--- config.mk ---
export PLATFORM = sky130hd
export DESIGN_NAME = spipin_core
export DESIGN_NICKNAME = d
export VERILOG_FILES = /design/src/rtl/spipin_pkg.sv /design/src/rtl/spipin_stream_if.sv /design/src/rtl/spipin_core.sv /design/src/rtl/spipin_fifo.sv
export SDC_FILE = /design/constraint.sdc
export NUM_CORES = 1
export LEC_CHECK = 0
export ABC_CLOCK_PERIOD_IN_PS = 5600
export BUFFER_PORTS_ARGS = -buffer_cell sky130_fd_sc_hd__buf_2
export CORE_UTILIZATION = 65
export CTS_CLUSTER_DIAMETER = 30
export DETAILED_ROUTE_END_ITERATION = 16
export PLACE_DENSITY = 0.93
export SLEW_MARGIN = 25
export SYNTH_ARGS = -nofsm -noshare
export SYNTH_HDL_FRONTEND = slang
export SYNTH_SLANG_ARGS = --single-unit
--- constraint.sdc ---
create_clock -name core_clk_i -period 5.6 [get_ports core_clk_i]
set_clock_uncertainty 0.1 [all_clocks]
set_input_delay 0.56 -clock core_clk_i [delete_from_list [all_inputs] [get_ports core_clk_i]]
set_output_delay 0.56 -clock core_clk_i [all_outputs]
set_load 0.02 [all_outputs]
--- src/rtl/spipin_pkg.sv ---
// shared constants and types for the spi pin interface
package spipin_pkg;
   localparam int unsigned SPIPIN_DATA_W = 8;
   localparam int unsigned SPIPIN_FIFO_DEPTH = 16;
   localparam int unsigned SPIPIN_CLK_MHZ = 100;
   // serial clock half period in ns when master
   localparam int unsigned SPIPIN_HALF_NS = 80;
   localparam int unsigned SPIPIN_HALF_CYC_RAW = (SPIPIN_HALF_NS * SPIPIN_CLK_MHZ) / 1000;
   localparam logic [7:0] SPIPIN_HALF_CYC =
      (SPIPIN_HALF_CYC_RAW < 1) ? 8'h01 : SPIPIN_HALF_CYC_RAW[7:0];
   localparam logic [3:0] SPIPIN_LAST_BIT = 4'h7;
   localparam logic [3:0] SPIPIN_BIT_ZERO = 4'h0;
   // pin index within the shared group
   localparam int unsigned SPIPIN_IDX_SCLK = 0;
   localparam int unsigned SPIPIN_IDX_MOSI = 1;
   localparam int unsigned SPIPIN_IDX_MISO = 2;
   localparam int unsigned SPIPIN_IDX_SEL = 3;
   localparam logic [3:0] SPIPIN_FUNC_RST = 4'h0;
   localparam logic [3:0] SPIPIN_DIR_RST = 4'h0;
   localparam logic [3:0] SPIPIN_OUT_RST = 4'h0;
   typedef enum logic [1:0] {
      SPIPIN_IDLE,
      SPIPIN_LEAD,
      SPIPIN_TRAIL
   } spipin_mst_type;
endpackage

--- src/rtl/spipin_stream_if.sv ---
// valid/ready stream carrier between the pin block and its fifo
`timescale 1ns/10ps
interface spipin_stream_if;
   import spipin_pkg::*;
   logic valid;
   logic ready;
   logic [SPIPIN_DATA_W-1:0] data;
   modport src (output valid, output data, input ready);
   modport snk (input valid, input data, output ready);
endinterface

--- src/rtl/spipin_core.sv ---
// spi pin interface: master/slave shifter, pin muxing with gpio, rx fifo
`timescale 1ns/10ps
module spipin_core
   import spipin_pkg::*;
(
   input wire logic core_clk_i,
   input wire logic rst_b_i,
   input wire logic master_mode_i,
   input wire logic [3:0] gpio_func_i,
   input wire logic [3:0] gpio_dir_i,
   input wire logic [3:0] gpio_out_i,
   output logic [3:0] gpio_in_o,
   input wire logic tx_valid_i,
   input wire logic [SPIPIN_DATA_W-1:0] tx_data_i,
   output logic tx_ready_o,
   output logic rx_valid_o,
   output logic [SPIPIN_DATA_W-1:0] rx_data_o,
   input wire logic rx_ready_i,
   output logic mode_fault_o,
   output logic busy_o,
   input wire logic [3:0] pin_i,
   output logic [3:0] pin_o,
   output logic [3:0] pin_oe_b_o
);
   spipin_stream_if rx_s ();
   spipin_stream_if rx_m ();

   spipin_fifo #(.WIDTH(SPIPIN_DATA_W), .DEPTH(SPIPIN_FIFO_DEPTH)) u_rx_fifo (
      .core_clk_i(core_clk_i),
      .rst_b_i(rst_b_i),
      .wr(rx_s.snk),
      .rd(rx_m.src)
   );
   assign rx_valid_o = rx_m.valid;
   assign rx_data_o = rx_m.data;
   assign rx_m.ready = rx_ready_i;

   // two-stage synchronisers for every pin
   // reset to idle levels (select high, clock low) so no false clock edge follows reset
   localparam logic [3:0] PIN_IDLE = 4'h8;
   logic [3:0] sync1_q, sync2_q, prev_q;
   always_ff @(posedge core_clk_i or negedge rst_b_i) begin
      if (!rst_b_i) begin
         sync1_q <= PIN_IDLE;
         sync2_q <= PIN_IDLE;
         prev_q <= PIN_IDLE;
      end else begin
         sync1_q <= pin_i;
         sync2_q <= sync1_q;
         prev_q <= sync2_q;
      end
   end

   // function/mode registered every clock; spi from reset until software moves them
   logic [3:0] func_q, func_d, dir_q, dir_d, gout_q, gout_d;
   logic mst_q, mst_d;
   logic [3:0] gin_q, gin_d;
   always_comb begin
      func_d = gpio_func_i;
      dir_d = gpio_dir_i;
      gout_d = gpio_out_i;
      mst_d = master_mode_i;
      gin_d = sync2_q;
   end
   always_ff @(posedge core_clk_i or negedge rst_b_i) begin
      if (!rst_b_i) begin
         func_q <= SPIPIN_FUNC_RST;
         dir_q <= SPIPIN_DIR_RST;
         gout_q <= SPIPIN_OUT_RST;
         mst_q <= 1'b0;
         gin_q <= 4'h0;
      end else begin
         func_q <= func_d;
         dir_q <= dir_d;
         gout_q <= gout_d;
         mst_q <= mst_d;
         gin_q <= gin_d;
      end
   end
   assign gpio_in_o = gin_q;

   logic sel_active, ext_rise, ext_fall, sel_pin, sclk_pin;
   assign sel_pin = sync2_q[SPIPIN_IDX_SEL];
   assign sclk_pin = sync2_q[SPIPIN_IDX_SCLK];
   assign sel_active = !func_q[SPIPIN_IDX_SEL] && !sel_pin;
   assign ext_rise = sclk_pin && !prev_q[SPIPIN_IDX_SCLK];
   assign ext_fall = !sclk_pin && prev_q[SPIPIN_IDX_SCLK];

   // shared shifter for both roles (mode 0: sample on rise, change on fall)
   spipin_mst_type st_q, st_d;
   logic [SPIPIN_DATA_W-1:0] sh_q, sh_d, rxw_q, rxw_d;
   logic [3:0] bit_q, bit_d;
   logic [7:0] div_q, div_d;
   logic sclk_q, sclk_d, mosi_q, mosi_d, miso_q, miso_d;
   logic fault_q, fault_d, rxv_q, rxv_d, loaded_q, loaded_d;
   logic in_bit;

   assign in_bit = mst_q ? sync2_q[SPIPIN_IDX_MISO] : sync2_q[SPIPIN_IDX_MOSI];
   assign tx_ready_o = (st_q == SPIPIN_IDLE) && !loaded_q && !fault_q;
   assign rx_s.valid = rxv_q;
   assign rx_s.data = rxw_q;

   always_comb begin
      st_d = st_q;
      sh_d = sh_q;
      bit_d = bit_q;
      div_d = div_q;
      sclk_d = sclk_q;
      mosi_d = mosi_q;
      miso_d = miso_q;
      fault_d = fault_q;
      loaded_d = loaded_q;
      rxw_d = rxw_q;
      rxv_d = rxv_q && !rx_s.ready;
      if (tx_valid_i && tx_ready_o) begin
         sh_d = tx_data_i;
         loaded_d = 1'b1;
         bit_d = SPIPIN_BIT_ZERO;
         // first bit shown before the first sampling edge
         mosi_d = tx_data_i[SPIPIN_DATA_W-1];
         miso_d = tx_data_i[SPIPIN_DATA_W-1];
      end
      if (mst_q) begin
         if (sel_active) begin
            fault_d = 1'b1;
            st_d = SPIPIN_IDLE;
            sclk_d = 1'b0;
            loaded_d = 1'b0;
         end else begin
            case (st_q)
               SPIPIN_IDLE: begin
                  if (loaded_q && !rxv_q) begin
                     st_d = SPIPIN_LEAD;
                     div_d = SPIPIN_HALF_CYC;
                  end
               end
               SPIPIN_LEAD: begin
                  // mosi stood for a half period before this rise
                  div_d = div_q - 8'h01;
                  if (div_q == 8'h01) begin
                     sclk_d = 1'b1;
                     sh_d = {sh_q[SPIPIN_DATA_W-2:0], in_bit};
                     div_d = SPIPIN_HALF_CYC;
                     st_d = SPIPIN_TRAIL;
                  end
               end
               SPIPIN_TRAIL: begin
                  div_d = div_q - 8'h01;
                  if (div_q == 8'h01) begin
                     sclk_d = 1'b0;
                     div_d = SPIPIN_HALF_CYC;
                     mosi_d = sh_q[SPIPIN_DATA_W-1];
                     if (bit_q == SPIPIN_LAST_BIT) begin
                        rxw_d = sh_q;
                        rxv_d = 1'b1;
                        loaded_d = 1'b0;
                        st_d = SPIPIN_IDLE;
                     end else begin
                        bit_d = bit_q + 4'h1;
                        st_d = SPIPIN_LEAD;
                     end
                  end
               end
               default: st_d = SPIPIN_IDLE;
            endcase
         end
      end else begin
         st_d = SPIPIN_IDLE;
         sclk_d = 1'b0;
         fault_d = 1'b0;
         if (!sel_active) begin
            bit_d = SPIPIN_BIT_ZERO;
         end else if (ext_rise) begin
            sh_d = {sh_q[SPIPIN_DATA_W-2:0], in_bit};
         end else if (ext_fall) begin
            miso_d = sh_q[SPIPIN_DATA_W-1];
            if (bit_q == SPIPIN_LAST_BIT) begin
               bit_d = SPIPIN_BIT_ZERO;
               rxw_d = sh_q;
               rxv_d = 1'b1; // waits if fifo full; next word overwrites it, master cannot stall
               loaded_d = 1'b0;
            end else begin
               bit_d = bit_q + 4'h1;
            end
         end
      end
   end
   always_ff @(posedge core_clk_i or negedge rst_b_i) begin
      if (!rst_b_i) begin
         st_q <= SPIPIN_IDLE;
         sh_q <= '0;
         bit_q <= SPIPIN_BIT_ZERO;
         div_q <= 8'h00;
         sclk_q <= 1'b0;
         mosi_q <= 1'b0;
         miso_q <= 1'b0;
         fault_q <= 1'b0;
         loaded_q <= 1'b0;
         rxw_q <= '0;
         rxv_q <= 1'b0;
      end else begin
         st_q <= st_d;
         sh_q <= sh_d;
         bit_q <= bit_d;
         div_q <= div_d;
         sclk_q <= sclk_d;
         mosi_q <= mosi_d;
         miso_q <= miso_d;
         fault_q <= fault_d;
         loaded_q <= loaded_d;
         rxw_q <= rxw_d;
         rxv_q <= rxv_d;
      end
   end
   assign mode_fault_o = fault_q;
   assign busy_o = (st_q != SPIPIN_IDLE);

   // pin muxing; oe is active low
   logic [3:0] spi_oe, spi_out;
   always_comb begin
      spi_oe = 4'h0;
      spi_out = 4'h0;
      spi_oe[SPIPIN_IDX_SCLK] = mst_q;
      spi_out[SPIPIN_IDX_SCLK] = sclk_q;
      spi_oe[SPIPIN_IDX_MOSI] = mst_q;
      spi_out[SPIPIN_IDX_MOSI] = mosi_q;
      spi_oe[SPIPIN_IDX_MISO] = !mst_q && sel_active;
      spi_out[SPIPIN_IDX_MISO] = miso_q;
   end
   always_comb begin
      for (int i = 0; i < 4; i++) begin
         if (func_q[i]) begin
            pin_oe_b_o[i] = !dir_q[i];
            pin_o[i] = gout_q[i];
         end else begin
            pin_oe_b_o[i] = !spi_oe[i];
            pin_o[i] = spi_out[i];
         end
      end
   end
endmodule

--- src/rtl/spipin_fifo.sv ---
// parameterised synchronous fifo with valid/ready on both sides
`timescale 1ns/10ps
module spipin_fifo
   import spipin_pkg::*;
#(
   parameter int unsigned WIDTH = SPIPIN_DATA_W,
   parameter int unsigned DEPTH = SPIPIN_FIFO_DEPTH
) (
   input wire logic core_clk_i,
   input wire logic rst_b_i,
   spipin_stream_if.snk wr,
   spipin_stream_if.src rd
);
   localparam int unsigned AW = $clog2(DEPTH);
   logic [WIDTH-1:0] mem_q [DEPTH];
   logic [AW-1:0] wp_q, wp_d, rp_q, rp_d;
   logic [AW:0] cnt_q, cnt_d;
   logic push, pop;
   assign wr.ready = (cnt_q != DEPTH[AW:0]);
   assign rd.valid = (cnt_q != '0);
   assign rd.data = mem_q[rp_q];
   assign push = wr.valid && wr.ready;
   assign pop = rd.valid && rd.ready;
   always_comb begin
      wp_d = push ? wp_q + 1'b1 : wp_q;
      rp_d = pop ? rp_q + 1'b1 : rp_q;
      cnt_d = cnt_q + {{AW{1'b0}}, push} - {{AW{1'b0}}, pop};
   end
   always_ff @(posedge core_clk_i or negedge rst_b_i) begin
      if (!rst_b_i) begin
         wp_q <= '0;
         rp_q <= '0;
         cnt_q <= '0;
      end else begin
         wp_q <= wp_d;
         rp_q <= rp_d;
         cnt_q <= cnt_d;
      end
   end
   // storage carries no reset, only written on push
   always_ff @(posedge core_clk_i) begin
      if (push) begin
         mem_q[wp_q] <= wr.data;
      end
   end
endmodule

; Word level (Yosys, flattened, before mapping)
; Memories as Yosys holds them, arrays and structs flattened.
; Cells that the tools add are included.
[totals]
elab_cells = 161
ramBits = 128
memories = 1
ff_bits = 75
inputBits = 29
output_inout_bits = 24
[memory_table]
columns = name, depth, width, read_ports, rd_ports_with_merged_regs, wr, line_no
row1 = u_rx_fifo.mem_q, 16, 8, 1, 0, 1, spipin_fifo.sv:15  ; logic [WIDTH-1:0] mem_q [DEPTH];
[op_classes]
n_reduce_logical = 38
n_eq_ne = 13
n_mux = 80
add_sub_neg = 6
n_bitwise = 1
[ops]
columns = op, count
row1 = 8-bit two-way mux, 17
row2 = 1-bit two-way mux, 45
row3 = 4-bit two-way mux, 10
row4 = 8-bit case mux with 2 select lines, 1
row5 = 1-bit zero test, 14
row6 = "4-bit by 1-bit adder with 4-bit output, second input constant", 3
row7 = 2-bit nonzero test, 6
row8 = 1-bit logical AND, 11
row9 = 2-bit two-way mux, 5
row10 = "8-bit by 1-bit equality test with 1-bit output, second input constant", 1
row11 = "4-bit != test, second input constant", 2
row12 = "8-bit by 1-bit subtractor with 8-bit output, second input constant", 1
row13 = 2-bit case mux with 3 select lines, 1
row14 = 3-bit AND reduction, 2
row15 = 6-bit AND reduction, 1
row16 = 5-bit by 1-bit adder with 5-bit output, 1
row17 = "5-bit != test, second input constant", 1
row18 = 5-bit nonzero test, 1
row19 = 5-bit by 1-bit subtractor with 5-bit output, 1
row20 = "4-bit by 3-bit equality test with 1-bit output, second input constant", 1
row21 = "2-bit by 1-bit != test with 1-bit output, second input constant", 2
row22 = "2-bit != test, second input constant", 2
row23 = "4-bit by 1-bit != test with 1-bit output, second input constant", 1
row24 = "4-bit by 3-bit != test with 1-bit output, second input constant", 1
row25 = 7 further kinds, 7

; Longest topological paths before layout
[depth]
word_depth = 10
depth_mapped = 13
depth_no_buf = 12

; By module
; Synthesis repeated with hierarchy kept, for this count alone.
[hier_totals]
cells_unflattened = 551
hier_area_um2 = 8480.6
[by_module_without_submodules]
columns = module, seq_area_each_um2, cells_per_inst, n_inst, area_each_um2
row1 = spipin_fifo, 4169.0, 321, 1, 5749.3
row2 = spipin_core, 1529.0, 230, 1, 2731.4

; Worst setup path before layout
; OpenSTA, ideal clock, no wires.
[synth_timing]
path_type = register -> register
start = reg u_rx_fifo.cnt_q[3]
end = reg u_rx_fifo.cnt_q[4]
path_buffers = 1
path_slack_ns = 2.603
stages_incl_launch_ff = 14
period_less_slack_ns = 2.997
arrival_time_ns = 2.774
cell_sequence = dfrtp_1 > inv_1 > ha_1 > or4b_1 > and2_1 > clkbuf_1 > ha_1 > inv_1 > ha_1 > fa_1 > a21oi_1 > nor2_1 > nor2_1 > xnor2_1
[synth_between]
word_cells_on_any_way = 6
classes_between = add/sub: 2 / eq/ne: 1 / reduce/logical: 3
[synth_rtl]
columns = item, line_no
row1 = from (decl), spipin_fifo.sv:17  ; logic [AW:0] cnt_q, cnt_d;
row2 = from (signal assigned), spipin_fifo.sv:37  ; cnt_q <= cnt_d;
row3 = 5-bit nonzero test, spipin_fifo.sv:20  ; assign rd.valid = (cnt_q != '0);
row4 = named net rx_valid_o, spipin_core.sv:16  ; output logic rx_valid_o,
row5 = 1-bit logical AND, spipin_fifo.sv:23  ; assign pop = rd.valid && rd.ready;
row6 = named net u_rx_fifo.pop, spipin_fifo.sv:18  ; logic push, pop;
row7 = 5-bit by 1-bit subtractor with 5-bit output, spipin_fifo.sv:27  ; cnt_d = cnt_q + {{AW{1'b0}}, push} - {{AW{1'b0}}, pop};
row8 = named net u_rx_fifo.cnt_d[4], spipin_fifo.sv:17
; The timed path passes the listed nets, and every way through them passes these cells.
; A chain may end at the register's enable or synchronous reset.

; Final worst setup path
[layout_timing]
start = reg u_rx_fifo.rp_q[0]
end = out rx_data_o[7]
[layout_between]
elab_chain_cells = 1
[layout_rtl]
columns = item, line_no
row1 = from (decl), spipin_fifo.sv:16  ; logic [AW-1:0] wp_q, wp_d, rp_q, rp_d;
row2 = from (signal assigned), spipin_fifo.sv:36  ; rp_q <= rp_d;
row3 = memory read 16 x 8 bit, n/a
row4 = to (decl), spipin_core.sv:17  ; output logic [SPIPIN_DATA_W-1:0] rx_data_o,
; No other way between the ends.

==> qor.yml <==
slowest_delay_ps: 860
drt_first_pass_iters: 5
final_cell_mix: "edfxtp_1, dfrtp_1, buf_2"
yosys-mux-area-fraction_pct: 11.9
cap_violations: 0
endpoint_kind: "output port"
grt_max_degree: 75
drc_errors: 0
wire_per_inst_um: 23.9
post-route-period-util_pct: 56.8
synth-edff-count: 128
die_w_um: 115
dp_hpwl_um: 10800
final_common_cell: "edfxtp_1"
postLayoutCoreUtil_pct: 79.2
antenna_found_initial: 0
syn_area_um2: 8370
crit_type: "register to output port"
grt_use_total_pct: 30.7
hold_violations: 0
ys_seq_area_share_pct: 68.1
clock_latency_ps: 490
root_buffer: "clkbuf_16"
crit_required_ps: 4940
port-buffer-count: 52
synthCells: 527
dieArea_um2: 13300
tightest_slew_ps: 921
nets: 647
initial_core_util_pct: 66.6
drt_iter0_markers: 630
dp.cells: 735
io-pin-count: 53
hold_path.class: "primary input to register"
grt-ovfl-total: 0
slew_headroom_pct: 38.6
min_period_ps: 3180
core-area_um2: 12600
avgSynthCellArea_um2: 15.9
synth-simple-area-share_pct: 8.28
vdd_drop_max_mv: 0.297
grt_first_pass_wirelength_um: 29400
slowest_stage: "dfrtp_4"
clk_pin_slew_worst_paths_ps: 50
top_layer_used: "met4"
drt-vias-per-instance: 6.39
total_power_mw: 4.66
p_per_area_nw_per_um2: 468
fin_cells: 796
arrival_ps: 2520
grt_pass1_vias: 5276
synth-compound-area-share_pct: 5.75
ys_seq_elements: 202
status: "finished clean"
synth_nets: 575
antenna_cells: 0
chipHeight_um: 115
fmax_mhz: 314
postSynth.asyncResetShare_pct: 36.6
place.gp.congestion: 0.805
synth-adder-area-share_pct: 2.93
num_vias: 5087
tns_ps: 0
cts_buffers: 34
ys.flop_type: "edfxtp_1"
wl_met2_um: 10500
ys_warn_count: 0
cp-start-kind: "register"
setup_violations: 0
syn_to_final_growth_pct: 18.9
cts_tree: "done"
synthDistinctLibCells: 59
maxSlewViolCount: 0
drive_above_1_share_pct: 27.9
cts_buffer_depth: 3
wl_met3_um: 1140
postCtsResizedCells: 0
synthXorXnorAreaFrac_pct: 1.15
path_cells: "mux4_2 > a22oi_1 > nand2_1 > buf_2"
wl_met1_um: 6740
crit_fanout: 35
whs_ps: 80.2
rows: 41
rsz0062_at_grt: "no"
h-tree-depth: 2
ctsHoldBuffers: 0
tritoncts_num_sinks: 202
wirelength_um: 19000
power.leakage_nw: 4.11
drtAntennaViolNets: 0
post_cts_buffers: 0
synth_top_family_by_area: "multiplexers"
-- registers in the layout, indices dropped and copies added, names as in the netlist --
signal           count
gpio_in_o            4
miso_q               1
div_q                8
sync1_q              4
rx_s.valid           1
u_rx_fifo.mem_q    128
u_rx_fifo.rp_q       4
gin_d                4
gout_q               4
dir_q                4
mosi_q               1
sh_q                 8
mode_fault_o         1
bit_q                4
st_q                 2
rx_s.data            8
u_rx_fifo.wp_q       4
func_q               4
sclk_q               1
loaded_q             1
mst_q                1
u_rx_fifo.cnt_q      5
-- worst paths after layout --
check | slack (ps) | depth (start not counted) | start | endpoint
setup / recovery | 2420 | 4 | u_rx_fifo.rp_q[0] | rx_data_o[7]
hold / removal | 80 | 1 | pin_i[3] | sync1_q[3]
setup reg to reg | 2440 | 11 | u_rx_fifo.cnt_q[3] | u_rx_fifo.cnt_q[4]
hold reg to reg | 250 | 0 | sync1_q[2] | gin_d[2]
max in group asynchronous | 4570 | 1 | rst_b_i | u_rx_fifo.rp_q[0]
min in group asynchronous | 110 | 1 | rst_b_i | gout_q[0]
-- per-stage QoR --
stage | worst slack [ps] | cell area [µm²]
floorplan | 2600 | 8370
global placement | 2710 | 8810
detailed placement | 2540 | 8810
CTS | 2360 | 9950
global route | 2220 | 9960
finish | 2420 | 9960
-- report_power, final --
group / internal [mW] / leakage, nW / switching, mW
Sequential: 1.69 / 2.35 / 0.186
Clock: 1.33 / 0.550 / 0.716
Combinational: 0.329 / 1.21 / 0.406
Total: 3.35 / 4.11 / 1.31
-- Yosys cell counts, types with 11 or more instances --
cell        n  area (µm²)
edfxtp_1  128        3840
and2_1     12        75.1
dfrtp_1    72        1800
clkbuf_1   15        56.3
o21ai_0    11        55.1
nor2_1     14        52.6
a21oi_1    19        95.1
mux2_2     19         214
inv_1      20        75.1
mux4_2     32         721
ha_1       18         225
nand2_1    45         169
a22oi_1    16         120
-- worst max-delay path, delay by kind of cell, from the launching register on --
family / cells / cell delay (ps)
AND/OR/NAND/NOR: 1 / 120
buffers and inverters: 1 / 170
AO/OA/AOI/OAI: 1 / 290
flip-flops: 1 / 860
multiplexers: 1 / 580
-- cells by family after synthesis --
logic type,after synthesis
flip-flops,202
AND/OR/NAND/NOR,125
AO/OA/AOI/OAI,71
multiplexers,57
buffers and inverters,42
adder cells (fa/ha/maj),19
XOR/XNOR,11
-- final cells by class --
type                       count  area [µm²]
fill                         630        2610
clock buffer                  44         940
inverter                      21        78.8
multi-input combinational    283        2530
sequential                   202        5700
tap                          172         215
clock inverter                17         194
timing repair buffer          57         300
-- metal layers --
metal  vias to the layer above  track usage [%]
li1                       2172                -
met1                      2584             35.3
met2                       273             56.4
met3                        58             5.86
met4                         0             12.9
met5                         -                0
No activity file was read; power rests on OpenSTA's default activity.
